## config.mk

```make
export PLATFORM = sky130hd
export DESIGN_NAME = atl_angle_tracking_loop
export DESIGN_NICKNAME = d
export VERILOG_FILES = /design/src/design/atl_pkg.sv /design/src/design/atl_angle_tracking_loop.sv /design/src/design/atl_sync2.sv
export SDC_FILE = /design/constraint.sdc
export NUM_CORES = 1
export LEC_CHECK = 0
export ABC_AREA = 1
export BUFFER_PORTS_ARGS = -buffer_cell sky130_fd_sc_hd__buf_2
export CAP_MARGIN = 20
export CELL_PAD_IN_SITES_DETAIL_PLACEMENT = 0
export CELL_PAD_IN_SITES_GLOBAL_PLACEMENT = 2
export CORE_UTILIZATION = 33
export CTS_CLUSTER_DIAMETER = 60
export DETAILED_ROUTE_END_ITERATION = 16
export PLACE_DENSITY = 0.91
export SLEW_MARGIN = 20
export SYNTH_ARGS = -nofsm -noshare
export SYNTH_HDL_FRONTEND = slang
export SYNTH_SLANG_ARGS = --single-unit
```

## constraint.sdc

```tcl
create_clock -name ref_clk_i -period 2.1 [get_ports ref_clk_i]
set_input_delay 0.315 -clock ref_clk_i [delete_from_list [all_inputs] [get_ports ref_clk_i]]
set_output_delay 0.315 -clock ref_clk_i [all_outputs]
set_load 0.02 [all_outputs]
```

## src/design/atl_pkg.sv

```systemverilog
`default_nettype none
package atl_pkg;

    // ---------------------------------------------------------------
    // Register map
    // ---------------------------------------------------------------
    localparam logic [3:0]  ADDR_CTRL      = 4'h0;
    localparam logic [3:0]  ADDR_THRESHOLD = 4'h1;
    localparam logic [3:0]  ADDR_STATUS    = 4'h2;
    localparam logic [3:0]  ADDR_TRIG_CNT  = 4'h3;
    localparam logic [3:0]  ADDR_STATE_CNT = 4'h4;

    // Control fields
    localparam int CTRL_ENABLE   = 0;
    localparam int CTRL_DIR_SRC  = 1;
    localparam int CTRL_EMERG    = 2;
    localparam int CTRL_SMC      = 3;
    localparam int CTRL_TMAP     = 4;

    // Sync count fields: count in [7:0], previous in [15:8], write enable bit 31
    localparam int SYNC_W        = 8;
    localparam int SYNC_LO       = 0;
    localparam int SYNC_OLD_LO   = 8;
    localparam int SYNC_WEN_BIT  = 31;

    // Status fields
    localparam int STAT_BWD      = 0;
    localparam int STAT_FSD      = 1;

    localparam int THR_W         = 24;
    localparam logic [23:0] THR_RESET = 24'h00_0000;
    localparam logic [31:0] ZERO32    = 32'h0000_0000;

    typedef struct packed {
        logic [31:0] addr_pad;
        logic [3:0]  addr;
        logic [31:0] wdata;
        logic        wr;
        logic        rd;
    } atl_bus_type;

endpackage
`default_nettype wire

```

## src/design/atl_angle_tracking_loop.sv

```systemverilog
// Behaviour
// - Source 0: compare threshold with active-to-inactive trigger time.
// - Evaluate direction only on inactive trigger edge, both sources.
// - Threshold zero keeps current direction.
// - Maximum threshold while backward returns forward at next evaluation unless the trigger stays high until width saturates at maximum.
// - Source 1 with map select 0 takes external direction input.
// - Backward status bit: 0 forward, 1 backward.
// - Backward status bit shows reset value while disabled; internal direction kept.
// - Re-enable clears direction only if state edge seen or not emergency.
// - Sync write loads count and previous count from written bits.
`timescale 1ns/1ps
`default_nettype none
module atl_angle_tracking_loop #(
    parameter int THR_W  = atl_pkg::THR_W,
    parameter int SYNC_W = atl_pkg::SYNC_W
) (
    input  wire logic        ref_clk_i,
    input  wire logic        rst_n_i,
    input  wire logic [3:0]  addr_i,
    input  wire logic [31:0] wdata_i,
    input  wire logic        wr_i,
    input  wire logic        rd_i,
    output var  logic [31:0] rdata_o,
    input  wire logic        trigger_i,
    input  wire logic        state_i,
    input  wire logic        external_direction_input_i,
    output var  logic        backward_o
);
    // ---------------------------------------------------------------
    // Input synchronisers
    // ---------------------------------------------------------------
    logic [2:0] pins_s;

    atl_sync2 #(.W(3)) u_sync (
        .ref_clk_i (ref_clk_i),
        .rst_n_i   (rst_n_i),
        .d_i       ({external_direction_input_i, state_i, trigger_i}),
        .q_o       (pins_s)
    );

    // ---------------------------------------------------------------
    // State
    // ---------------------------------------------------------------
    typedef struct packed {
        logic              enable;
        logic              dir_src;
        logic              emerg;
        logic              synchronous_motor_control;
        logic              tmap;
        logic [THR_W-1:0]  threshold;
        logic [SYNC_W-1:0] trig_cnt;
        logic [SYNC_W-1:0] trig_old;
        logic [SYNC_W-1:0] state_cnt;
        logic [SYNC_W-1:0] state_old;
        logic              dir_int;
        logic              fsd;
        logic              trig_d;
        logic              state_d;
        logic [THR_W-1:0]  width;
        logic [31:0]       rdata;
        logic              bwd_out;
    } atl_state_type;

    atl_state_type st_r;
    atl_state_type st_nxt;

    // ---------------------------------------------------------------
    // Local signals
    // ---------------------------------------------------------------
    logic trig_rise;
    logic trig_fall;
    logic state_rise;
    logic [31:0] ctrl_word;
    logic [31:0] stat_word;

    always_comb begin
        st_nxt     = st_r;

        // ---------------------------------------------------------------
        // Edge detection
        // ---------------------------------------------------------------
        trig_rise  = pins_s[0] && !st_r.trig_d;
        trig_fall  = !pins_s[0] && st_r.trig_d;
        state_rise = pins_s[1] && !st_r.state_d;
        st_nxt.trig_d  = pins_s[0];
        st_nxt.state_d = pins_s[1];

        // ---------------------------------------------------------------
        // Control and status words
        // ---------------------------------------------------------------
        ctrl_word = atl_pkg::ZERO32;
        ctrl_word[atl_pkg::CTRL_ENABLE]  = st_r.enable;
        ctrl_word[atl_pkg::CTRL_DIR_SRC] = st_r.dir_src;
        ctrl_word[atl_pkg::CTRL_EMERG]   = st_r.emerg;
        ctrl_word[atl_pkg::CTRL_SMC]     = st_r.synchronous_motor_control;
        ctrl_word[atl_pkg::CTRL_TMAP]    = st_r.tmap;

        stat_word = atl_pkg::ZERO32;
        stat_word[atl_pkg::STAT_BWD] = st_r.bwd_out;
        stat_word[atl_pkg::STAT_FSD] = st_r.fsd;

        // ---------------------------------------------------------------
        // Direction evaluation
        // ---------------------------------------------------------------
        if (st_r.enable) begin
            // Count cycles while trigger stands high
            if (pins_s[0] && st_r.width != '1) begin
                st_nxt.width = st_r.width + 1'b1;
            end
            if (trig_rise) begin
                st_nxt.width = THR_W'(1);
            end
            if (state_rise) begin
                st_nxt.fsd = 1'b1;
            end
            if (trig_fall) begin
                if (st_r.dir_src && !st_r.tmap) begin
                    st_nxt.dir_int = pins_s[2];
                end else if (!st_r.dir_src) begin
                    if (st_r.threshold != '0) begin
                        // Width against threshold; width at or above threshold (max included) gives backward
                        st_nxt.dir_int = (st_r.width >= st_r.threshold);
                    end
                end
            end
        end

        // ---------------------------------------------------------------
        // Register writes
        // ---------------------------------------------------------------
        if (wr_i) begin
            unique case (addr_i)
                atl_pkg::ADDR_CTRL: begin
                    st_nxt.enable  = wdata_i[atl_pkg::CTRL_ENABLE];
                    st_nxt.dir_src = wdata_i[atl_pkg::CTRL_DIR_SRC];
                    st_nxt.emerg   = wdata_i[atl_pkg::CTRL_EMERG];
                    st_nxt.synchronous_motor_control     = wdata_i[atl_pkg::CTRL_SMC];
                    st_nxt.tmap    = wdata_i[atl_pkg::CTRL_TMAP];
                    if (wdata_i[atl_pkg::CTRL_ENABLE] && !st_r.enable) begin
                        if (st_r.fsd || !wdata_i[atl_pkg::CTRL_EMERG]) begin
                            st_nxt.dir_int = 1'b0;
                        end
                        st_nxt.fsd = 1'b0;
                    end
                end
                atl_pkg::ADDR_THRESHOLD: begin
                    st_nxt.threshold = wdata_i[THR_W-1:0];
                end
                atl_pkg::ADDR_TRIG_CNT: begin
                    if (wdata_i[atl_pkg::SYNC_WEN_BIT]) begin
                        st_nxt.trig_cnt = wdata_i[atl_pkg::SYNC_LO +: SYNC_W];
                        st_nxt.trig_old = wdata_i[atl_pkg::SYNC_OLD_LO +: SYNC_W];
                    end
                end
                atl_pkg::ADDR_STATE_CNT: begin
                    if (wdata_i[atl_pkg::SYNC_WEN_BIT]) begin
                        st_nxt.state_cnt = wdata_i[atl_pkg::SYNC_LO +: SYNC_W];
                        st_nxt.state_old = wdata_i[atl_pkg::SYNC_OLD_LO +: SYNC_W];
                    end
                end
                default: begin
                end
            endcase
        end

        // ---------------------------------------------------------------
        // Status output
        // ---------------------------------------------------------------
        // Status hides direction while disabled
        st_nxt.bwd_out = st_nxt.enable && st_nxt.dir_int;

        // ---------------------------------------------------------------
        // Register reads
        // ---------------------------------------------------------------
        st_nxt.rdata = atl_pkg::ZERO32;
        if (rd_i) begin
            unique case (addr_i)
                atl_pkg::ADDR_CTRL:      st_nxt.rdata = ctrl_word;
                atl_pkg::ADDR_THRESHOLD: st_nxt.rdata = 32'(st_r.threshold);
                atl_pkg::ADDR_STATUS:    st_nxt.rdata = stat_word;
                atl_pkg::ADDR_TRIG_CNT: begin
                    st_nxt.rdata[atl_pkg::SYNC_LO +: SYNC_W]     = st_r.trig_cnt;
                    st_nxt.rdata[atl_pkg::SYNC_OLD_LO +: SYNC_W] = st_r.trig_old;
                end
                atl_pkg::ADDR_STATE_CNT: begin
                    st_nxt.rdata[atl_pkg::SYNC_LO +: SYNC_W]     = st_r.state_cnt;
                    st_nxt.rdata[atl_pkg::SYNC_OLD_LO +: SYNC_W] = st_r.state_old;
                end
                default: st_nxt.rdata = atl_pkg::ZERO32;
            endcase
        end
    end

    // ---------------------------------------------------------------
    // State register
    // ---------------------------------------------------------------
    // Reset to forward
    always_ff @(posedge ref_clk_i) begin
        if (!rst_n_i) begin
            st_r <= '0;
        end else begin
            st_r <= st_nxt;
        end
    end

    // ---------------------------------------------------------------
    // Outputs
    // ---------------------------------------------------------------
    assign rdata_o    = st_r.rdata;
    assign backward_o = st_r.bwd_out;
endmodule
`default_nettype wire

```

## src/design/atl_sync2.sv

```systemverilog
`timescale 1ns/1ps
`default_nettype none
module atl_sync2 #(
    parameter int W = 1
) (
    input  wire logic         ref_clk_i,
    input  wire logic         rst_n_i,
    input  wire logic [W-1:0] d_i,
    output var  logic [W-1:0] q_o
);
    logic [W-1:0] meta_r;

    always_ff @(posedge ref_clk_i) begin
        if (!rst_n_i) begin
            meta_r <= '0;
            q_o    <= '0;
        end else begin
            meta_r <= d_i;
            q_o    <= meta_r;
        end
    end
endmodule
`default_nettype wire

```

==> flow_summary_export.csv <==
group,metric,value,unit
floorplan,initial_core_util,33.8,%
critical_path,worstPathCellList,"ha_1 -> inv_1 -> nor2_2 -> nand4_2 -> nand2_4 -> buf_4 -> nor2_1 -> a21oi_1 -> nor2_1",
timing,holdWs,0.0773,ns
logic_synthesis,synth_area_leaders,"dfxtp_1, nand2_1, inv_1, a21oi_1, ha_1",
cts,post_cts_resized,0,
cts,hold_buffers,0,
finish,fin_util,39.3,%
floorplan,core.rowCount,48,
logic_synthesis,synth_cell_types,38,
cts,cts_buffers,17,
cts,clk_path_buf_depth,2,
global_routing,grt_max_degree,55,
cts,cts_tree,"yes",
route,wl_per_cell,13.5,um
critical_path,r2r_setup_slack,0.27,ns
logic_synthesis,synthAdderAreaFrac,5.33,%
floorplan,io_pins,76,
floorplan,fp.dieArea,18300,sq um
logic_synthesis,synth_top_area_cell,"dfxtp_1",
status,outcome,"completed",
logic_synthesis,synth-simple-area-share,22.6,%
cts,clock_latency,0.42,ns
timing,fin_tns_setup,0,ns
timing,setup_viol,0,
placement,place.gp.congestion,0.792,
critical_path,endpoint,"st_r[49]",
run,maxCapViolCount,0,
logic_synthesis,syn_avg_cell_area,7.19,sq um
critical_path,crit_fanout,11,
timing,clock.fmax,548,MHz
critical_path,slowest_delay,0.40,ns
floorplan,die_x,135,um
cts,clk_pin_slew,0.06,ns
placement,place_hpwl,10900,um
cts,h-tree-depth,4,
timing,fin_ws,0.275,ns
placement,detailedPlace.worstSlack,0.277,ns
cts,post-cts-setup-buffer-count,0,
critical_path,crit_top_cell,"nor2_1",
placement,placed_cells,1064,
global_routing,grt_pass1_wl,23800,um
critical_path,rr_worst_depth,9,
critical_path,critPathSlowestCell,"dfxtp_1",
critical_path,start_kind,"register",
critical_path,rr_startpoint,"st_r[34]",
timing,tightest_slew,0.636,ns
logic_synthesis,synth_area,5870,sq um
placement,place.port_buffers,60,
logic_synthesis,synthCells,816,
power_and_ir_drop,leakagePower,2.96,nW
route,drt_iter0_drc,273,
global_routing,globalRouteTotalUtil,17.0,%
critical_path,r2r-end,"st_r[49]",
floorplan,coreArea,17400,sq um
finish,drive_gt1_share,14.1,%
critical_path,startpoint,"st_r[34]",
floorplan,die_h,135,um
finish,layout_commonest_cell,"nand2_1",
timing,period_share,86.9,%
route,first_pass_iters,5,
critical_path,cp.required,2.39,ns
finish,layoutNonFillerInstCount,1096,
timing,fin_worst_skew,0.00923,ns
finish,final_cell_mix,"nand2_1, dfxtp_1, inv_1, a21oi_1, nor2_1",
logic_synthesis,synth_mux_area_share,0,%
route,totalWireLength,14800,um
timing,relSlewSlack,57.6,%
route,vias,5114,
finish,syn2layout_area_growth,16.4,%
global_routing,antenna_found_initial,0,
logic_synthesis,synth_xor_area_share,0.896,%
hold_path,hold_class,"primary input to register",
timing,rsz0062_at_grt,"no",
global_routing,overflow,0,
cts,root_buffer,"clkbuf_16",
route,drc,0,
logic_synthesis,synth_top_area_share,40.9,%
finish,diodes,0,
critical_path,crit_type,"register to register",
route,viasPerCell,4.67,
timing,hold_viol_final,0,
power_and_ir_drop,power_density,805,nW/um^2
cts,clock-sinks,120,
logic_synthesis,synth_top_family_by_area,"simple AND/OR/NAND/NOR gates",
logic_synthesis,ys_ff_latch,120,
power_and_ir_drop,peakVddDrop,0.000535,V
timing,slew_viol_final,0,
logic_synthesis,ys_warn_count,0,
global_routing,grt_pass1_vias,4616,
finish,nets,926,
route,ant_nets,0,
critical_path,worstPathArrival,2.11,ns
logic_synthesis,ys_seq_area_share,40.9,%
critical_path,cp-end-kind,"register",
logic_synthesis,synth_compound_area_share,15.8,%
timing,finalCriticalPeriod,1.83,ns
[sequential cells by signal, indices dropped and copies added, names as in the netlist]
register and cells:
backward_o 1, u_sync.meta_r 3, ctrl_word 5, u_sync.q_o 3
st_r 84, rdata_o 24
[layer usage]
| layer | up-vias | routed length [um] | GRT usage (%) |
|---|---|---|---|
| met3 | 21 | 638 | 3.82 |
| met4 | 0 | 257 | 6.24 |
| met1 | 2290 | 7520 | 23.9 |
| met2 | 112 | 6400 | 25.1 |
| met5 | - | 0 | 0 |
| li1 | 2691 | - | - |
[cell families (layout without fill, tap and decap cells)]
logic type      count (synthesis)  in the layout
buf+inv                       183            231
fa+ha+maj                      25             25
simple gates                  311            311
flops                         120            120
xor+xnor                        6              6
other cells                     1              8
compound gates                170            170
[worst min-delay path by stage]
stage                      from               end  slack (ns)  cells past startpoint
6_report                state_i  u_sync.meta_r[1]        0.08                      3
5_1_grt                 state_i  u_sync.meta_r[1]        0.08                      3
4_1_cts                 state_i  u_sync.meta_r[1]        0.07                      3
3_5_place_dp   u_sync.meta_r[0]     u_sync.q_o[0]        0.40                      2
3_3_place_gp   u_sync.meta_r[0]     u_sync.q_o[0]        0.40                      2
2_1_floorplan  u_sync.meta_r[0]     u_sync.q_o[0]        0.39                      2
[report_power, final]
part	leakage [nW]	switching, mW	internal [mW]
Clock	0.281	1.06	1.84
Sequential	0.969	0.0111	2.30
Combinational	1.71	0.196	0.0867
Total	2.96	1.27	4.23
[layout make-up]
cell class,count,area (sq um)
Fill cell,1866,10500
Multi-Input combinational cell,520,2660
Sequential cell,120,2400
Clock buffer,21,470
Inverter,123,462
Timing Repair Buffer,76,433
Tap cell,225,282
Clock inverter,11,123
[synth_stat cells, drive strengths merged]
master	number
a31oi	1
clkinv	1
xnor2	1
inv	122
a311oi	2
ha	25
conb	1
nand2	158
dfxtp	120
o21ai	59
xor2	5
o221ai	10
a21oi	83
nor2	85
nor4	1
a21o	1
nor3	12
buf	43
nor3b	1
o211ai	1
a221oi	3
and2	1
clkbuf	17
nand4	15
o22ai	8
nand3	38
o21a	2
[worst max-delay path: cells and delay by family (launching register included)]
family,cells,cell delay (ns)
flip-flops,1,0.40
AO/OA/AOI/OAI,1,0.11
adder cells (fa/ha/maj),1,0.23
buffers and inverters,2,0.29
AND/OR/NAND/NOR,5,0.66
[metrics by stage]
step                power, mW  area (sq um)
finish                   5.50          6830
global route             5.69          6830
CTS                      5.56          6830
detailed placement       2.65          6230
global placement         2.65          6230
floorplan                2.54          5890
Note: power is estimated with default switching activity, not from simulation.
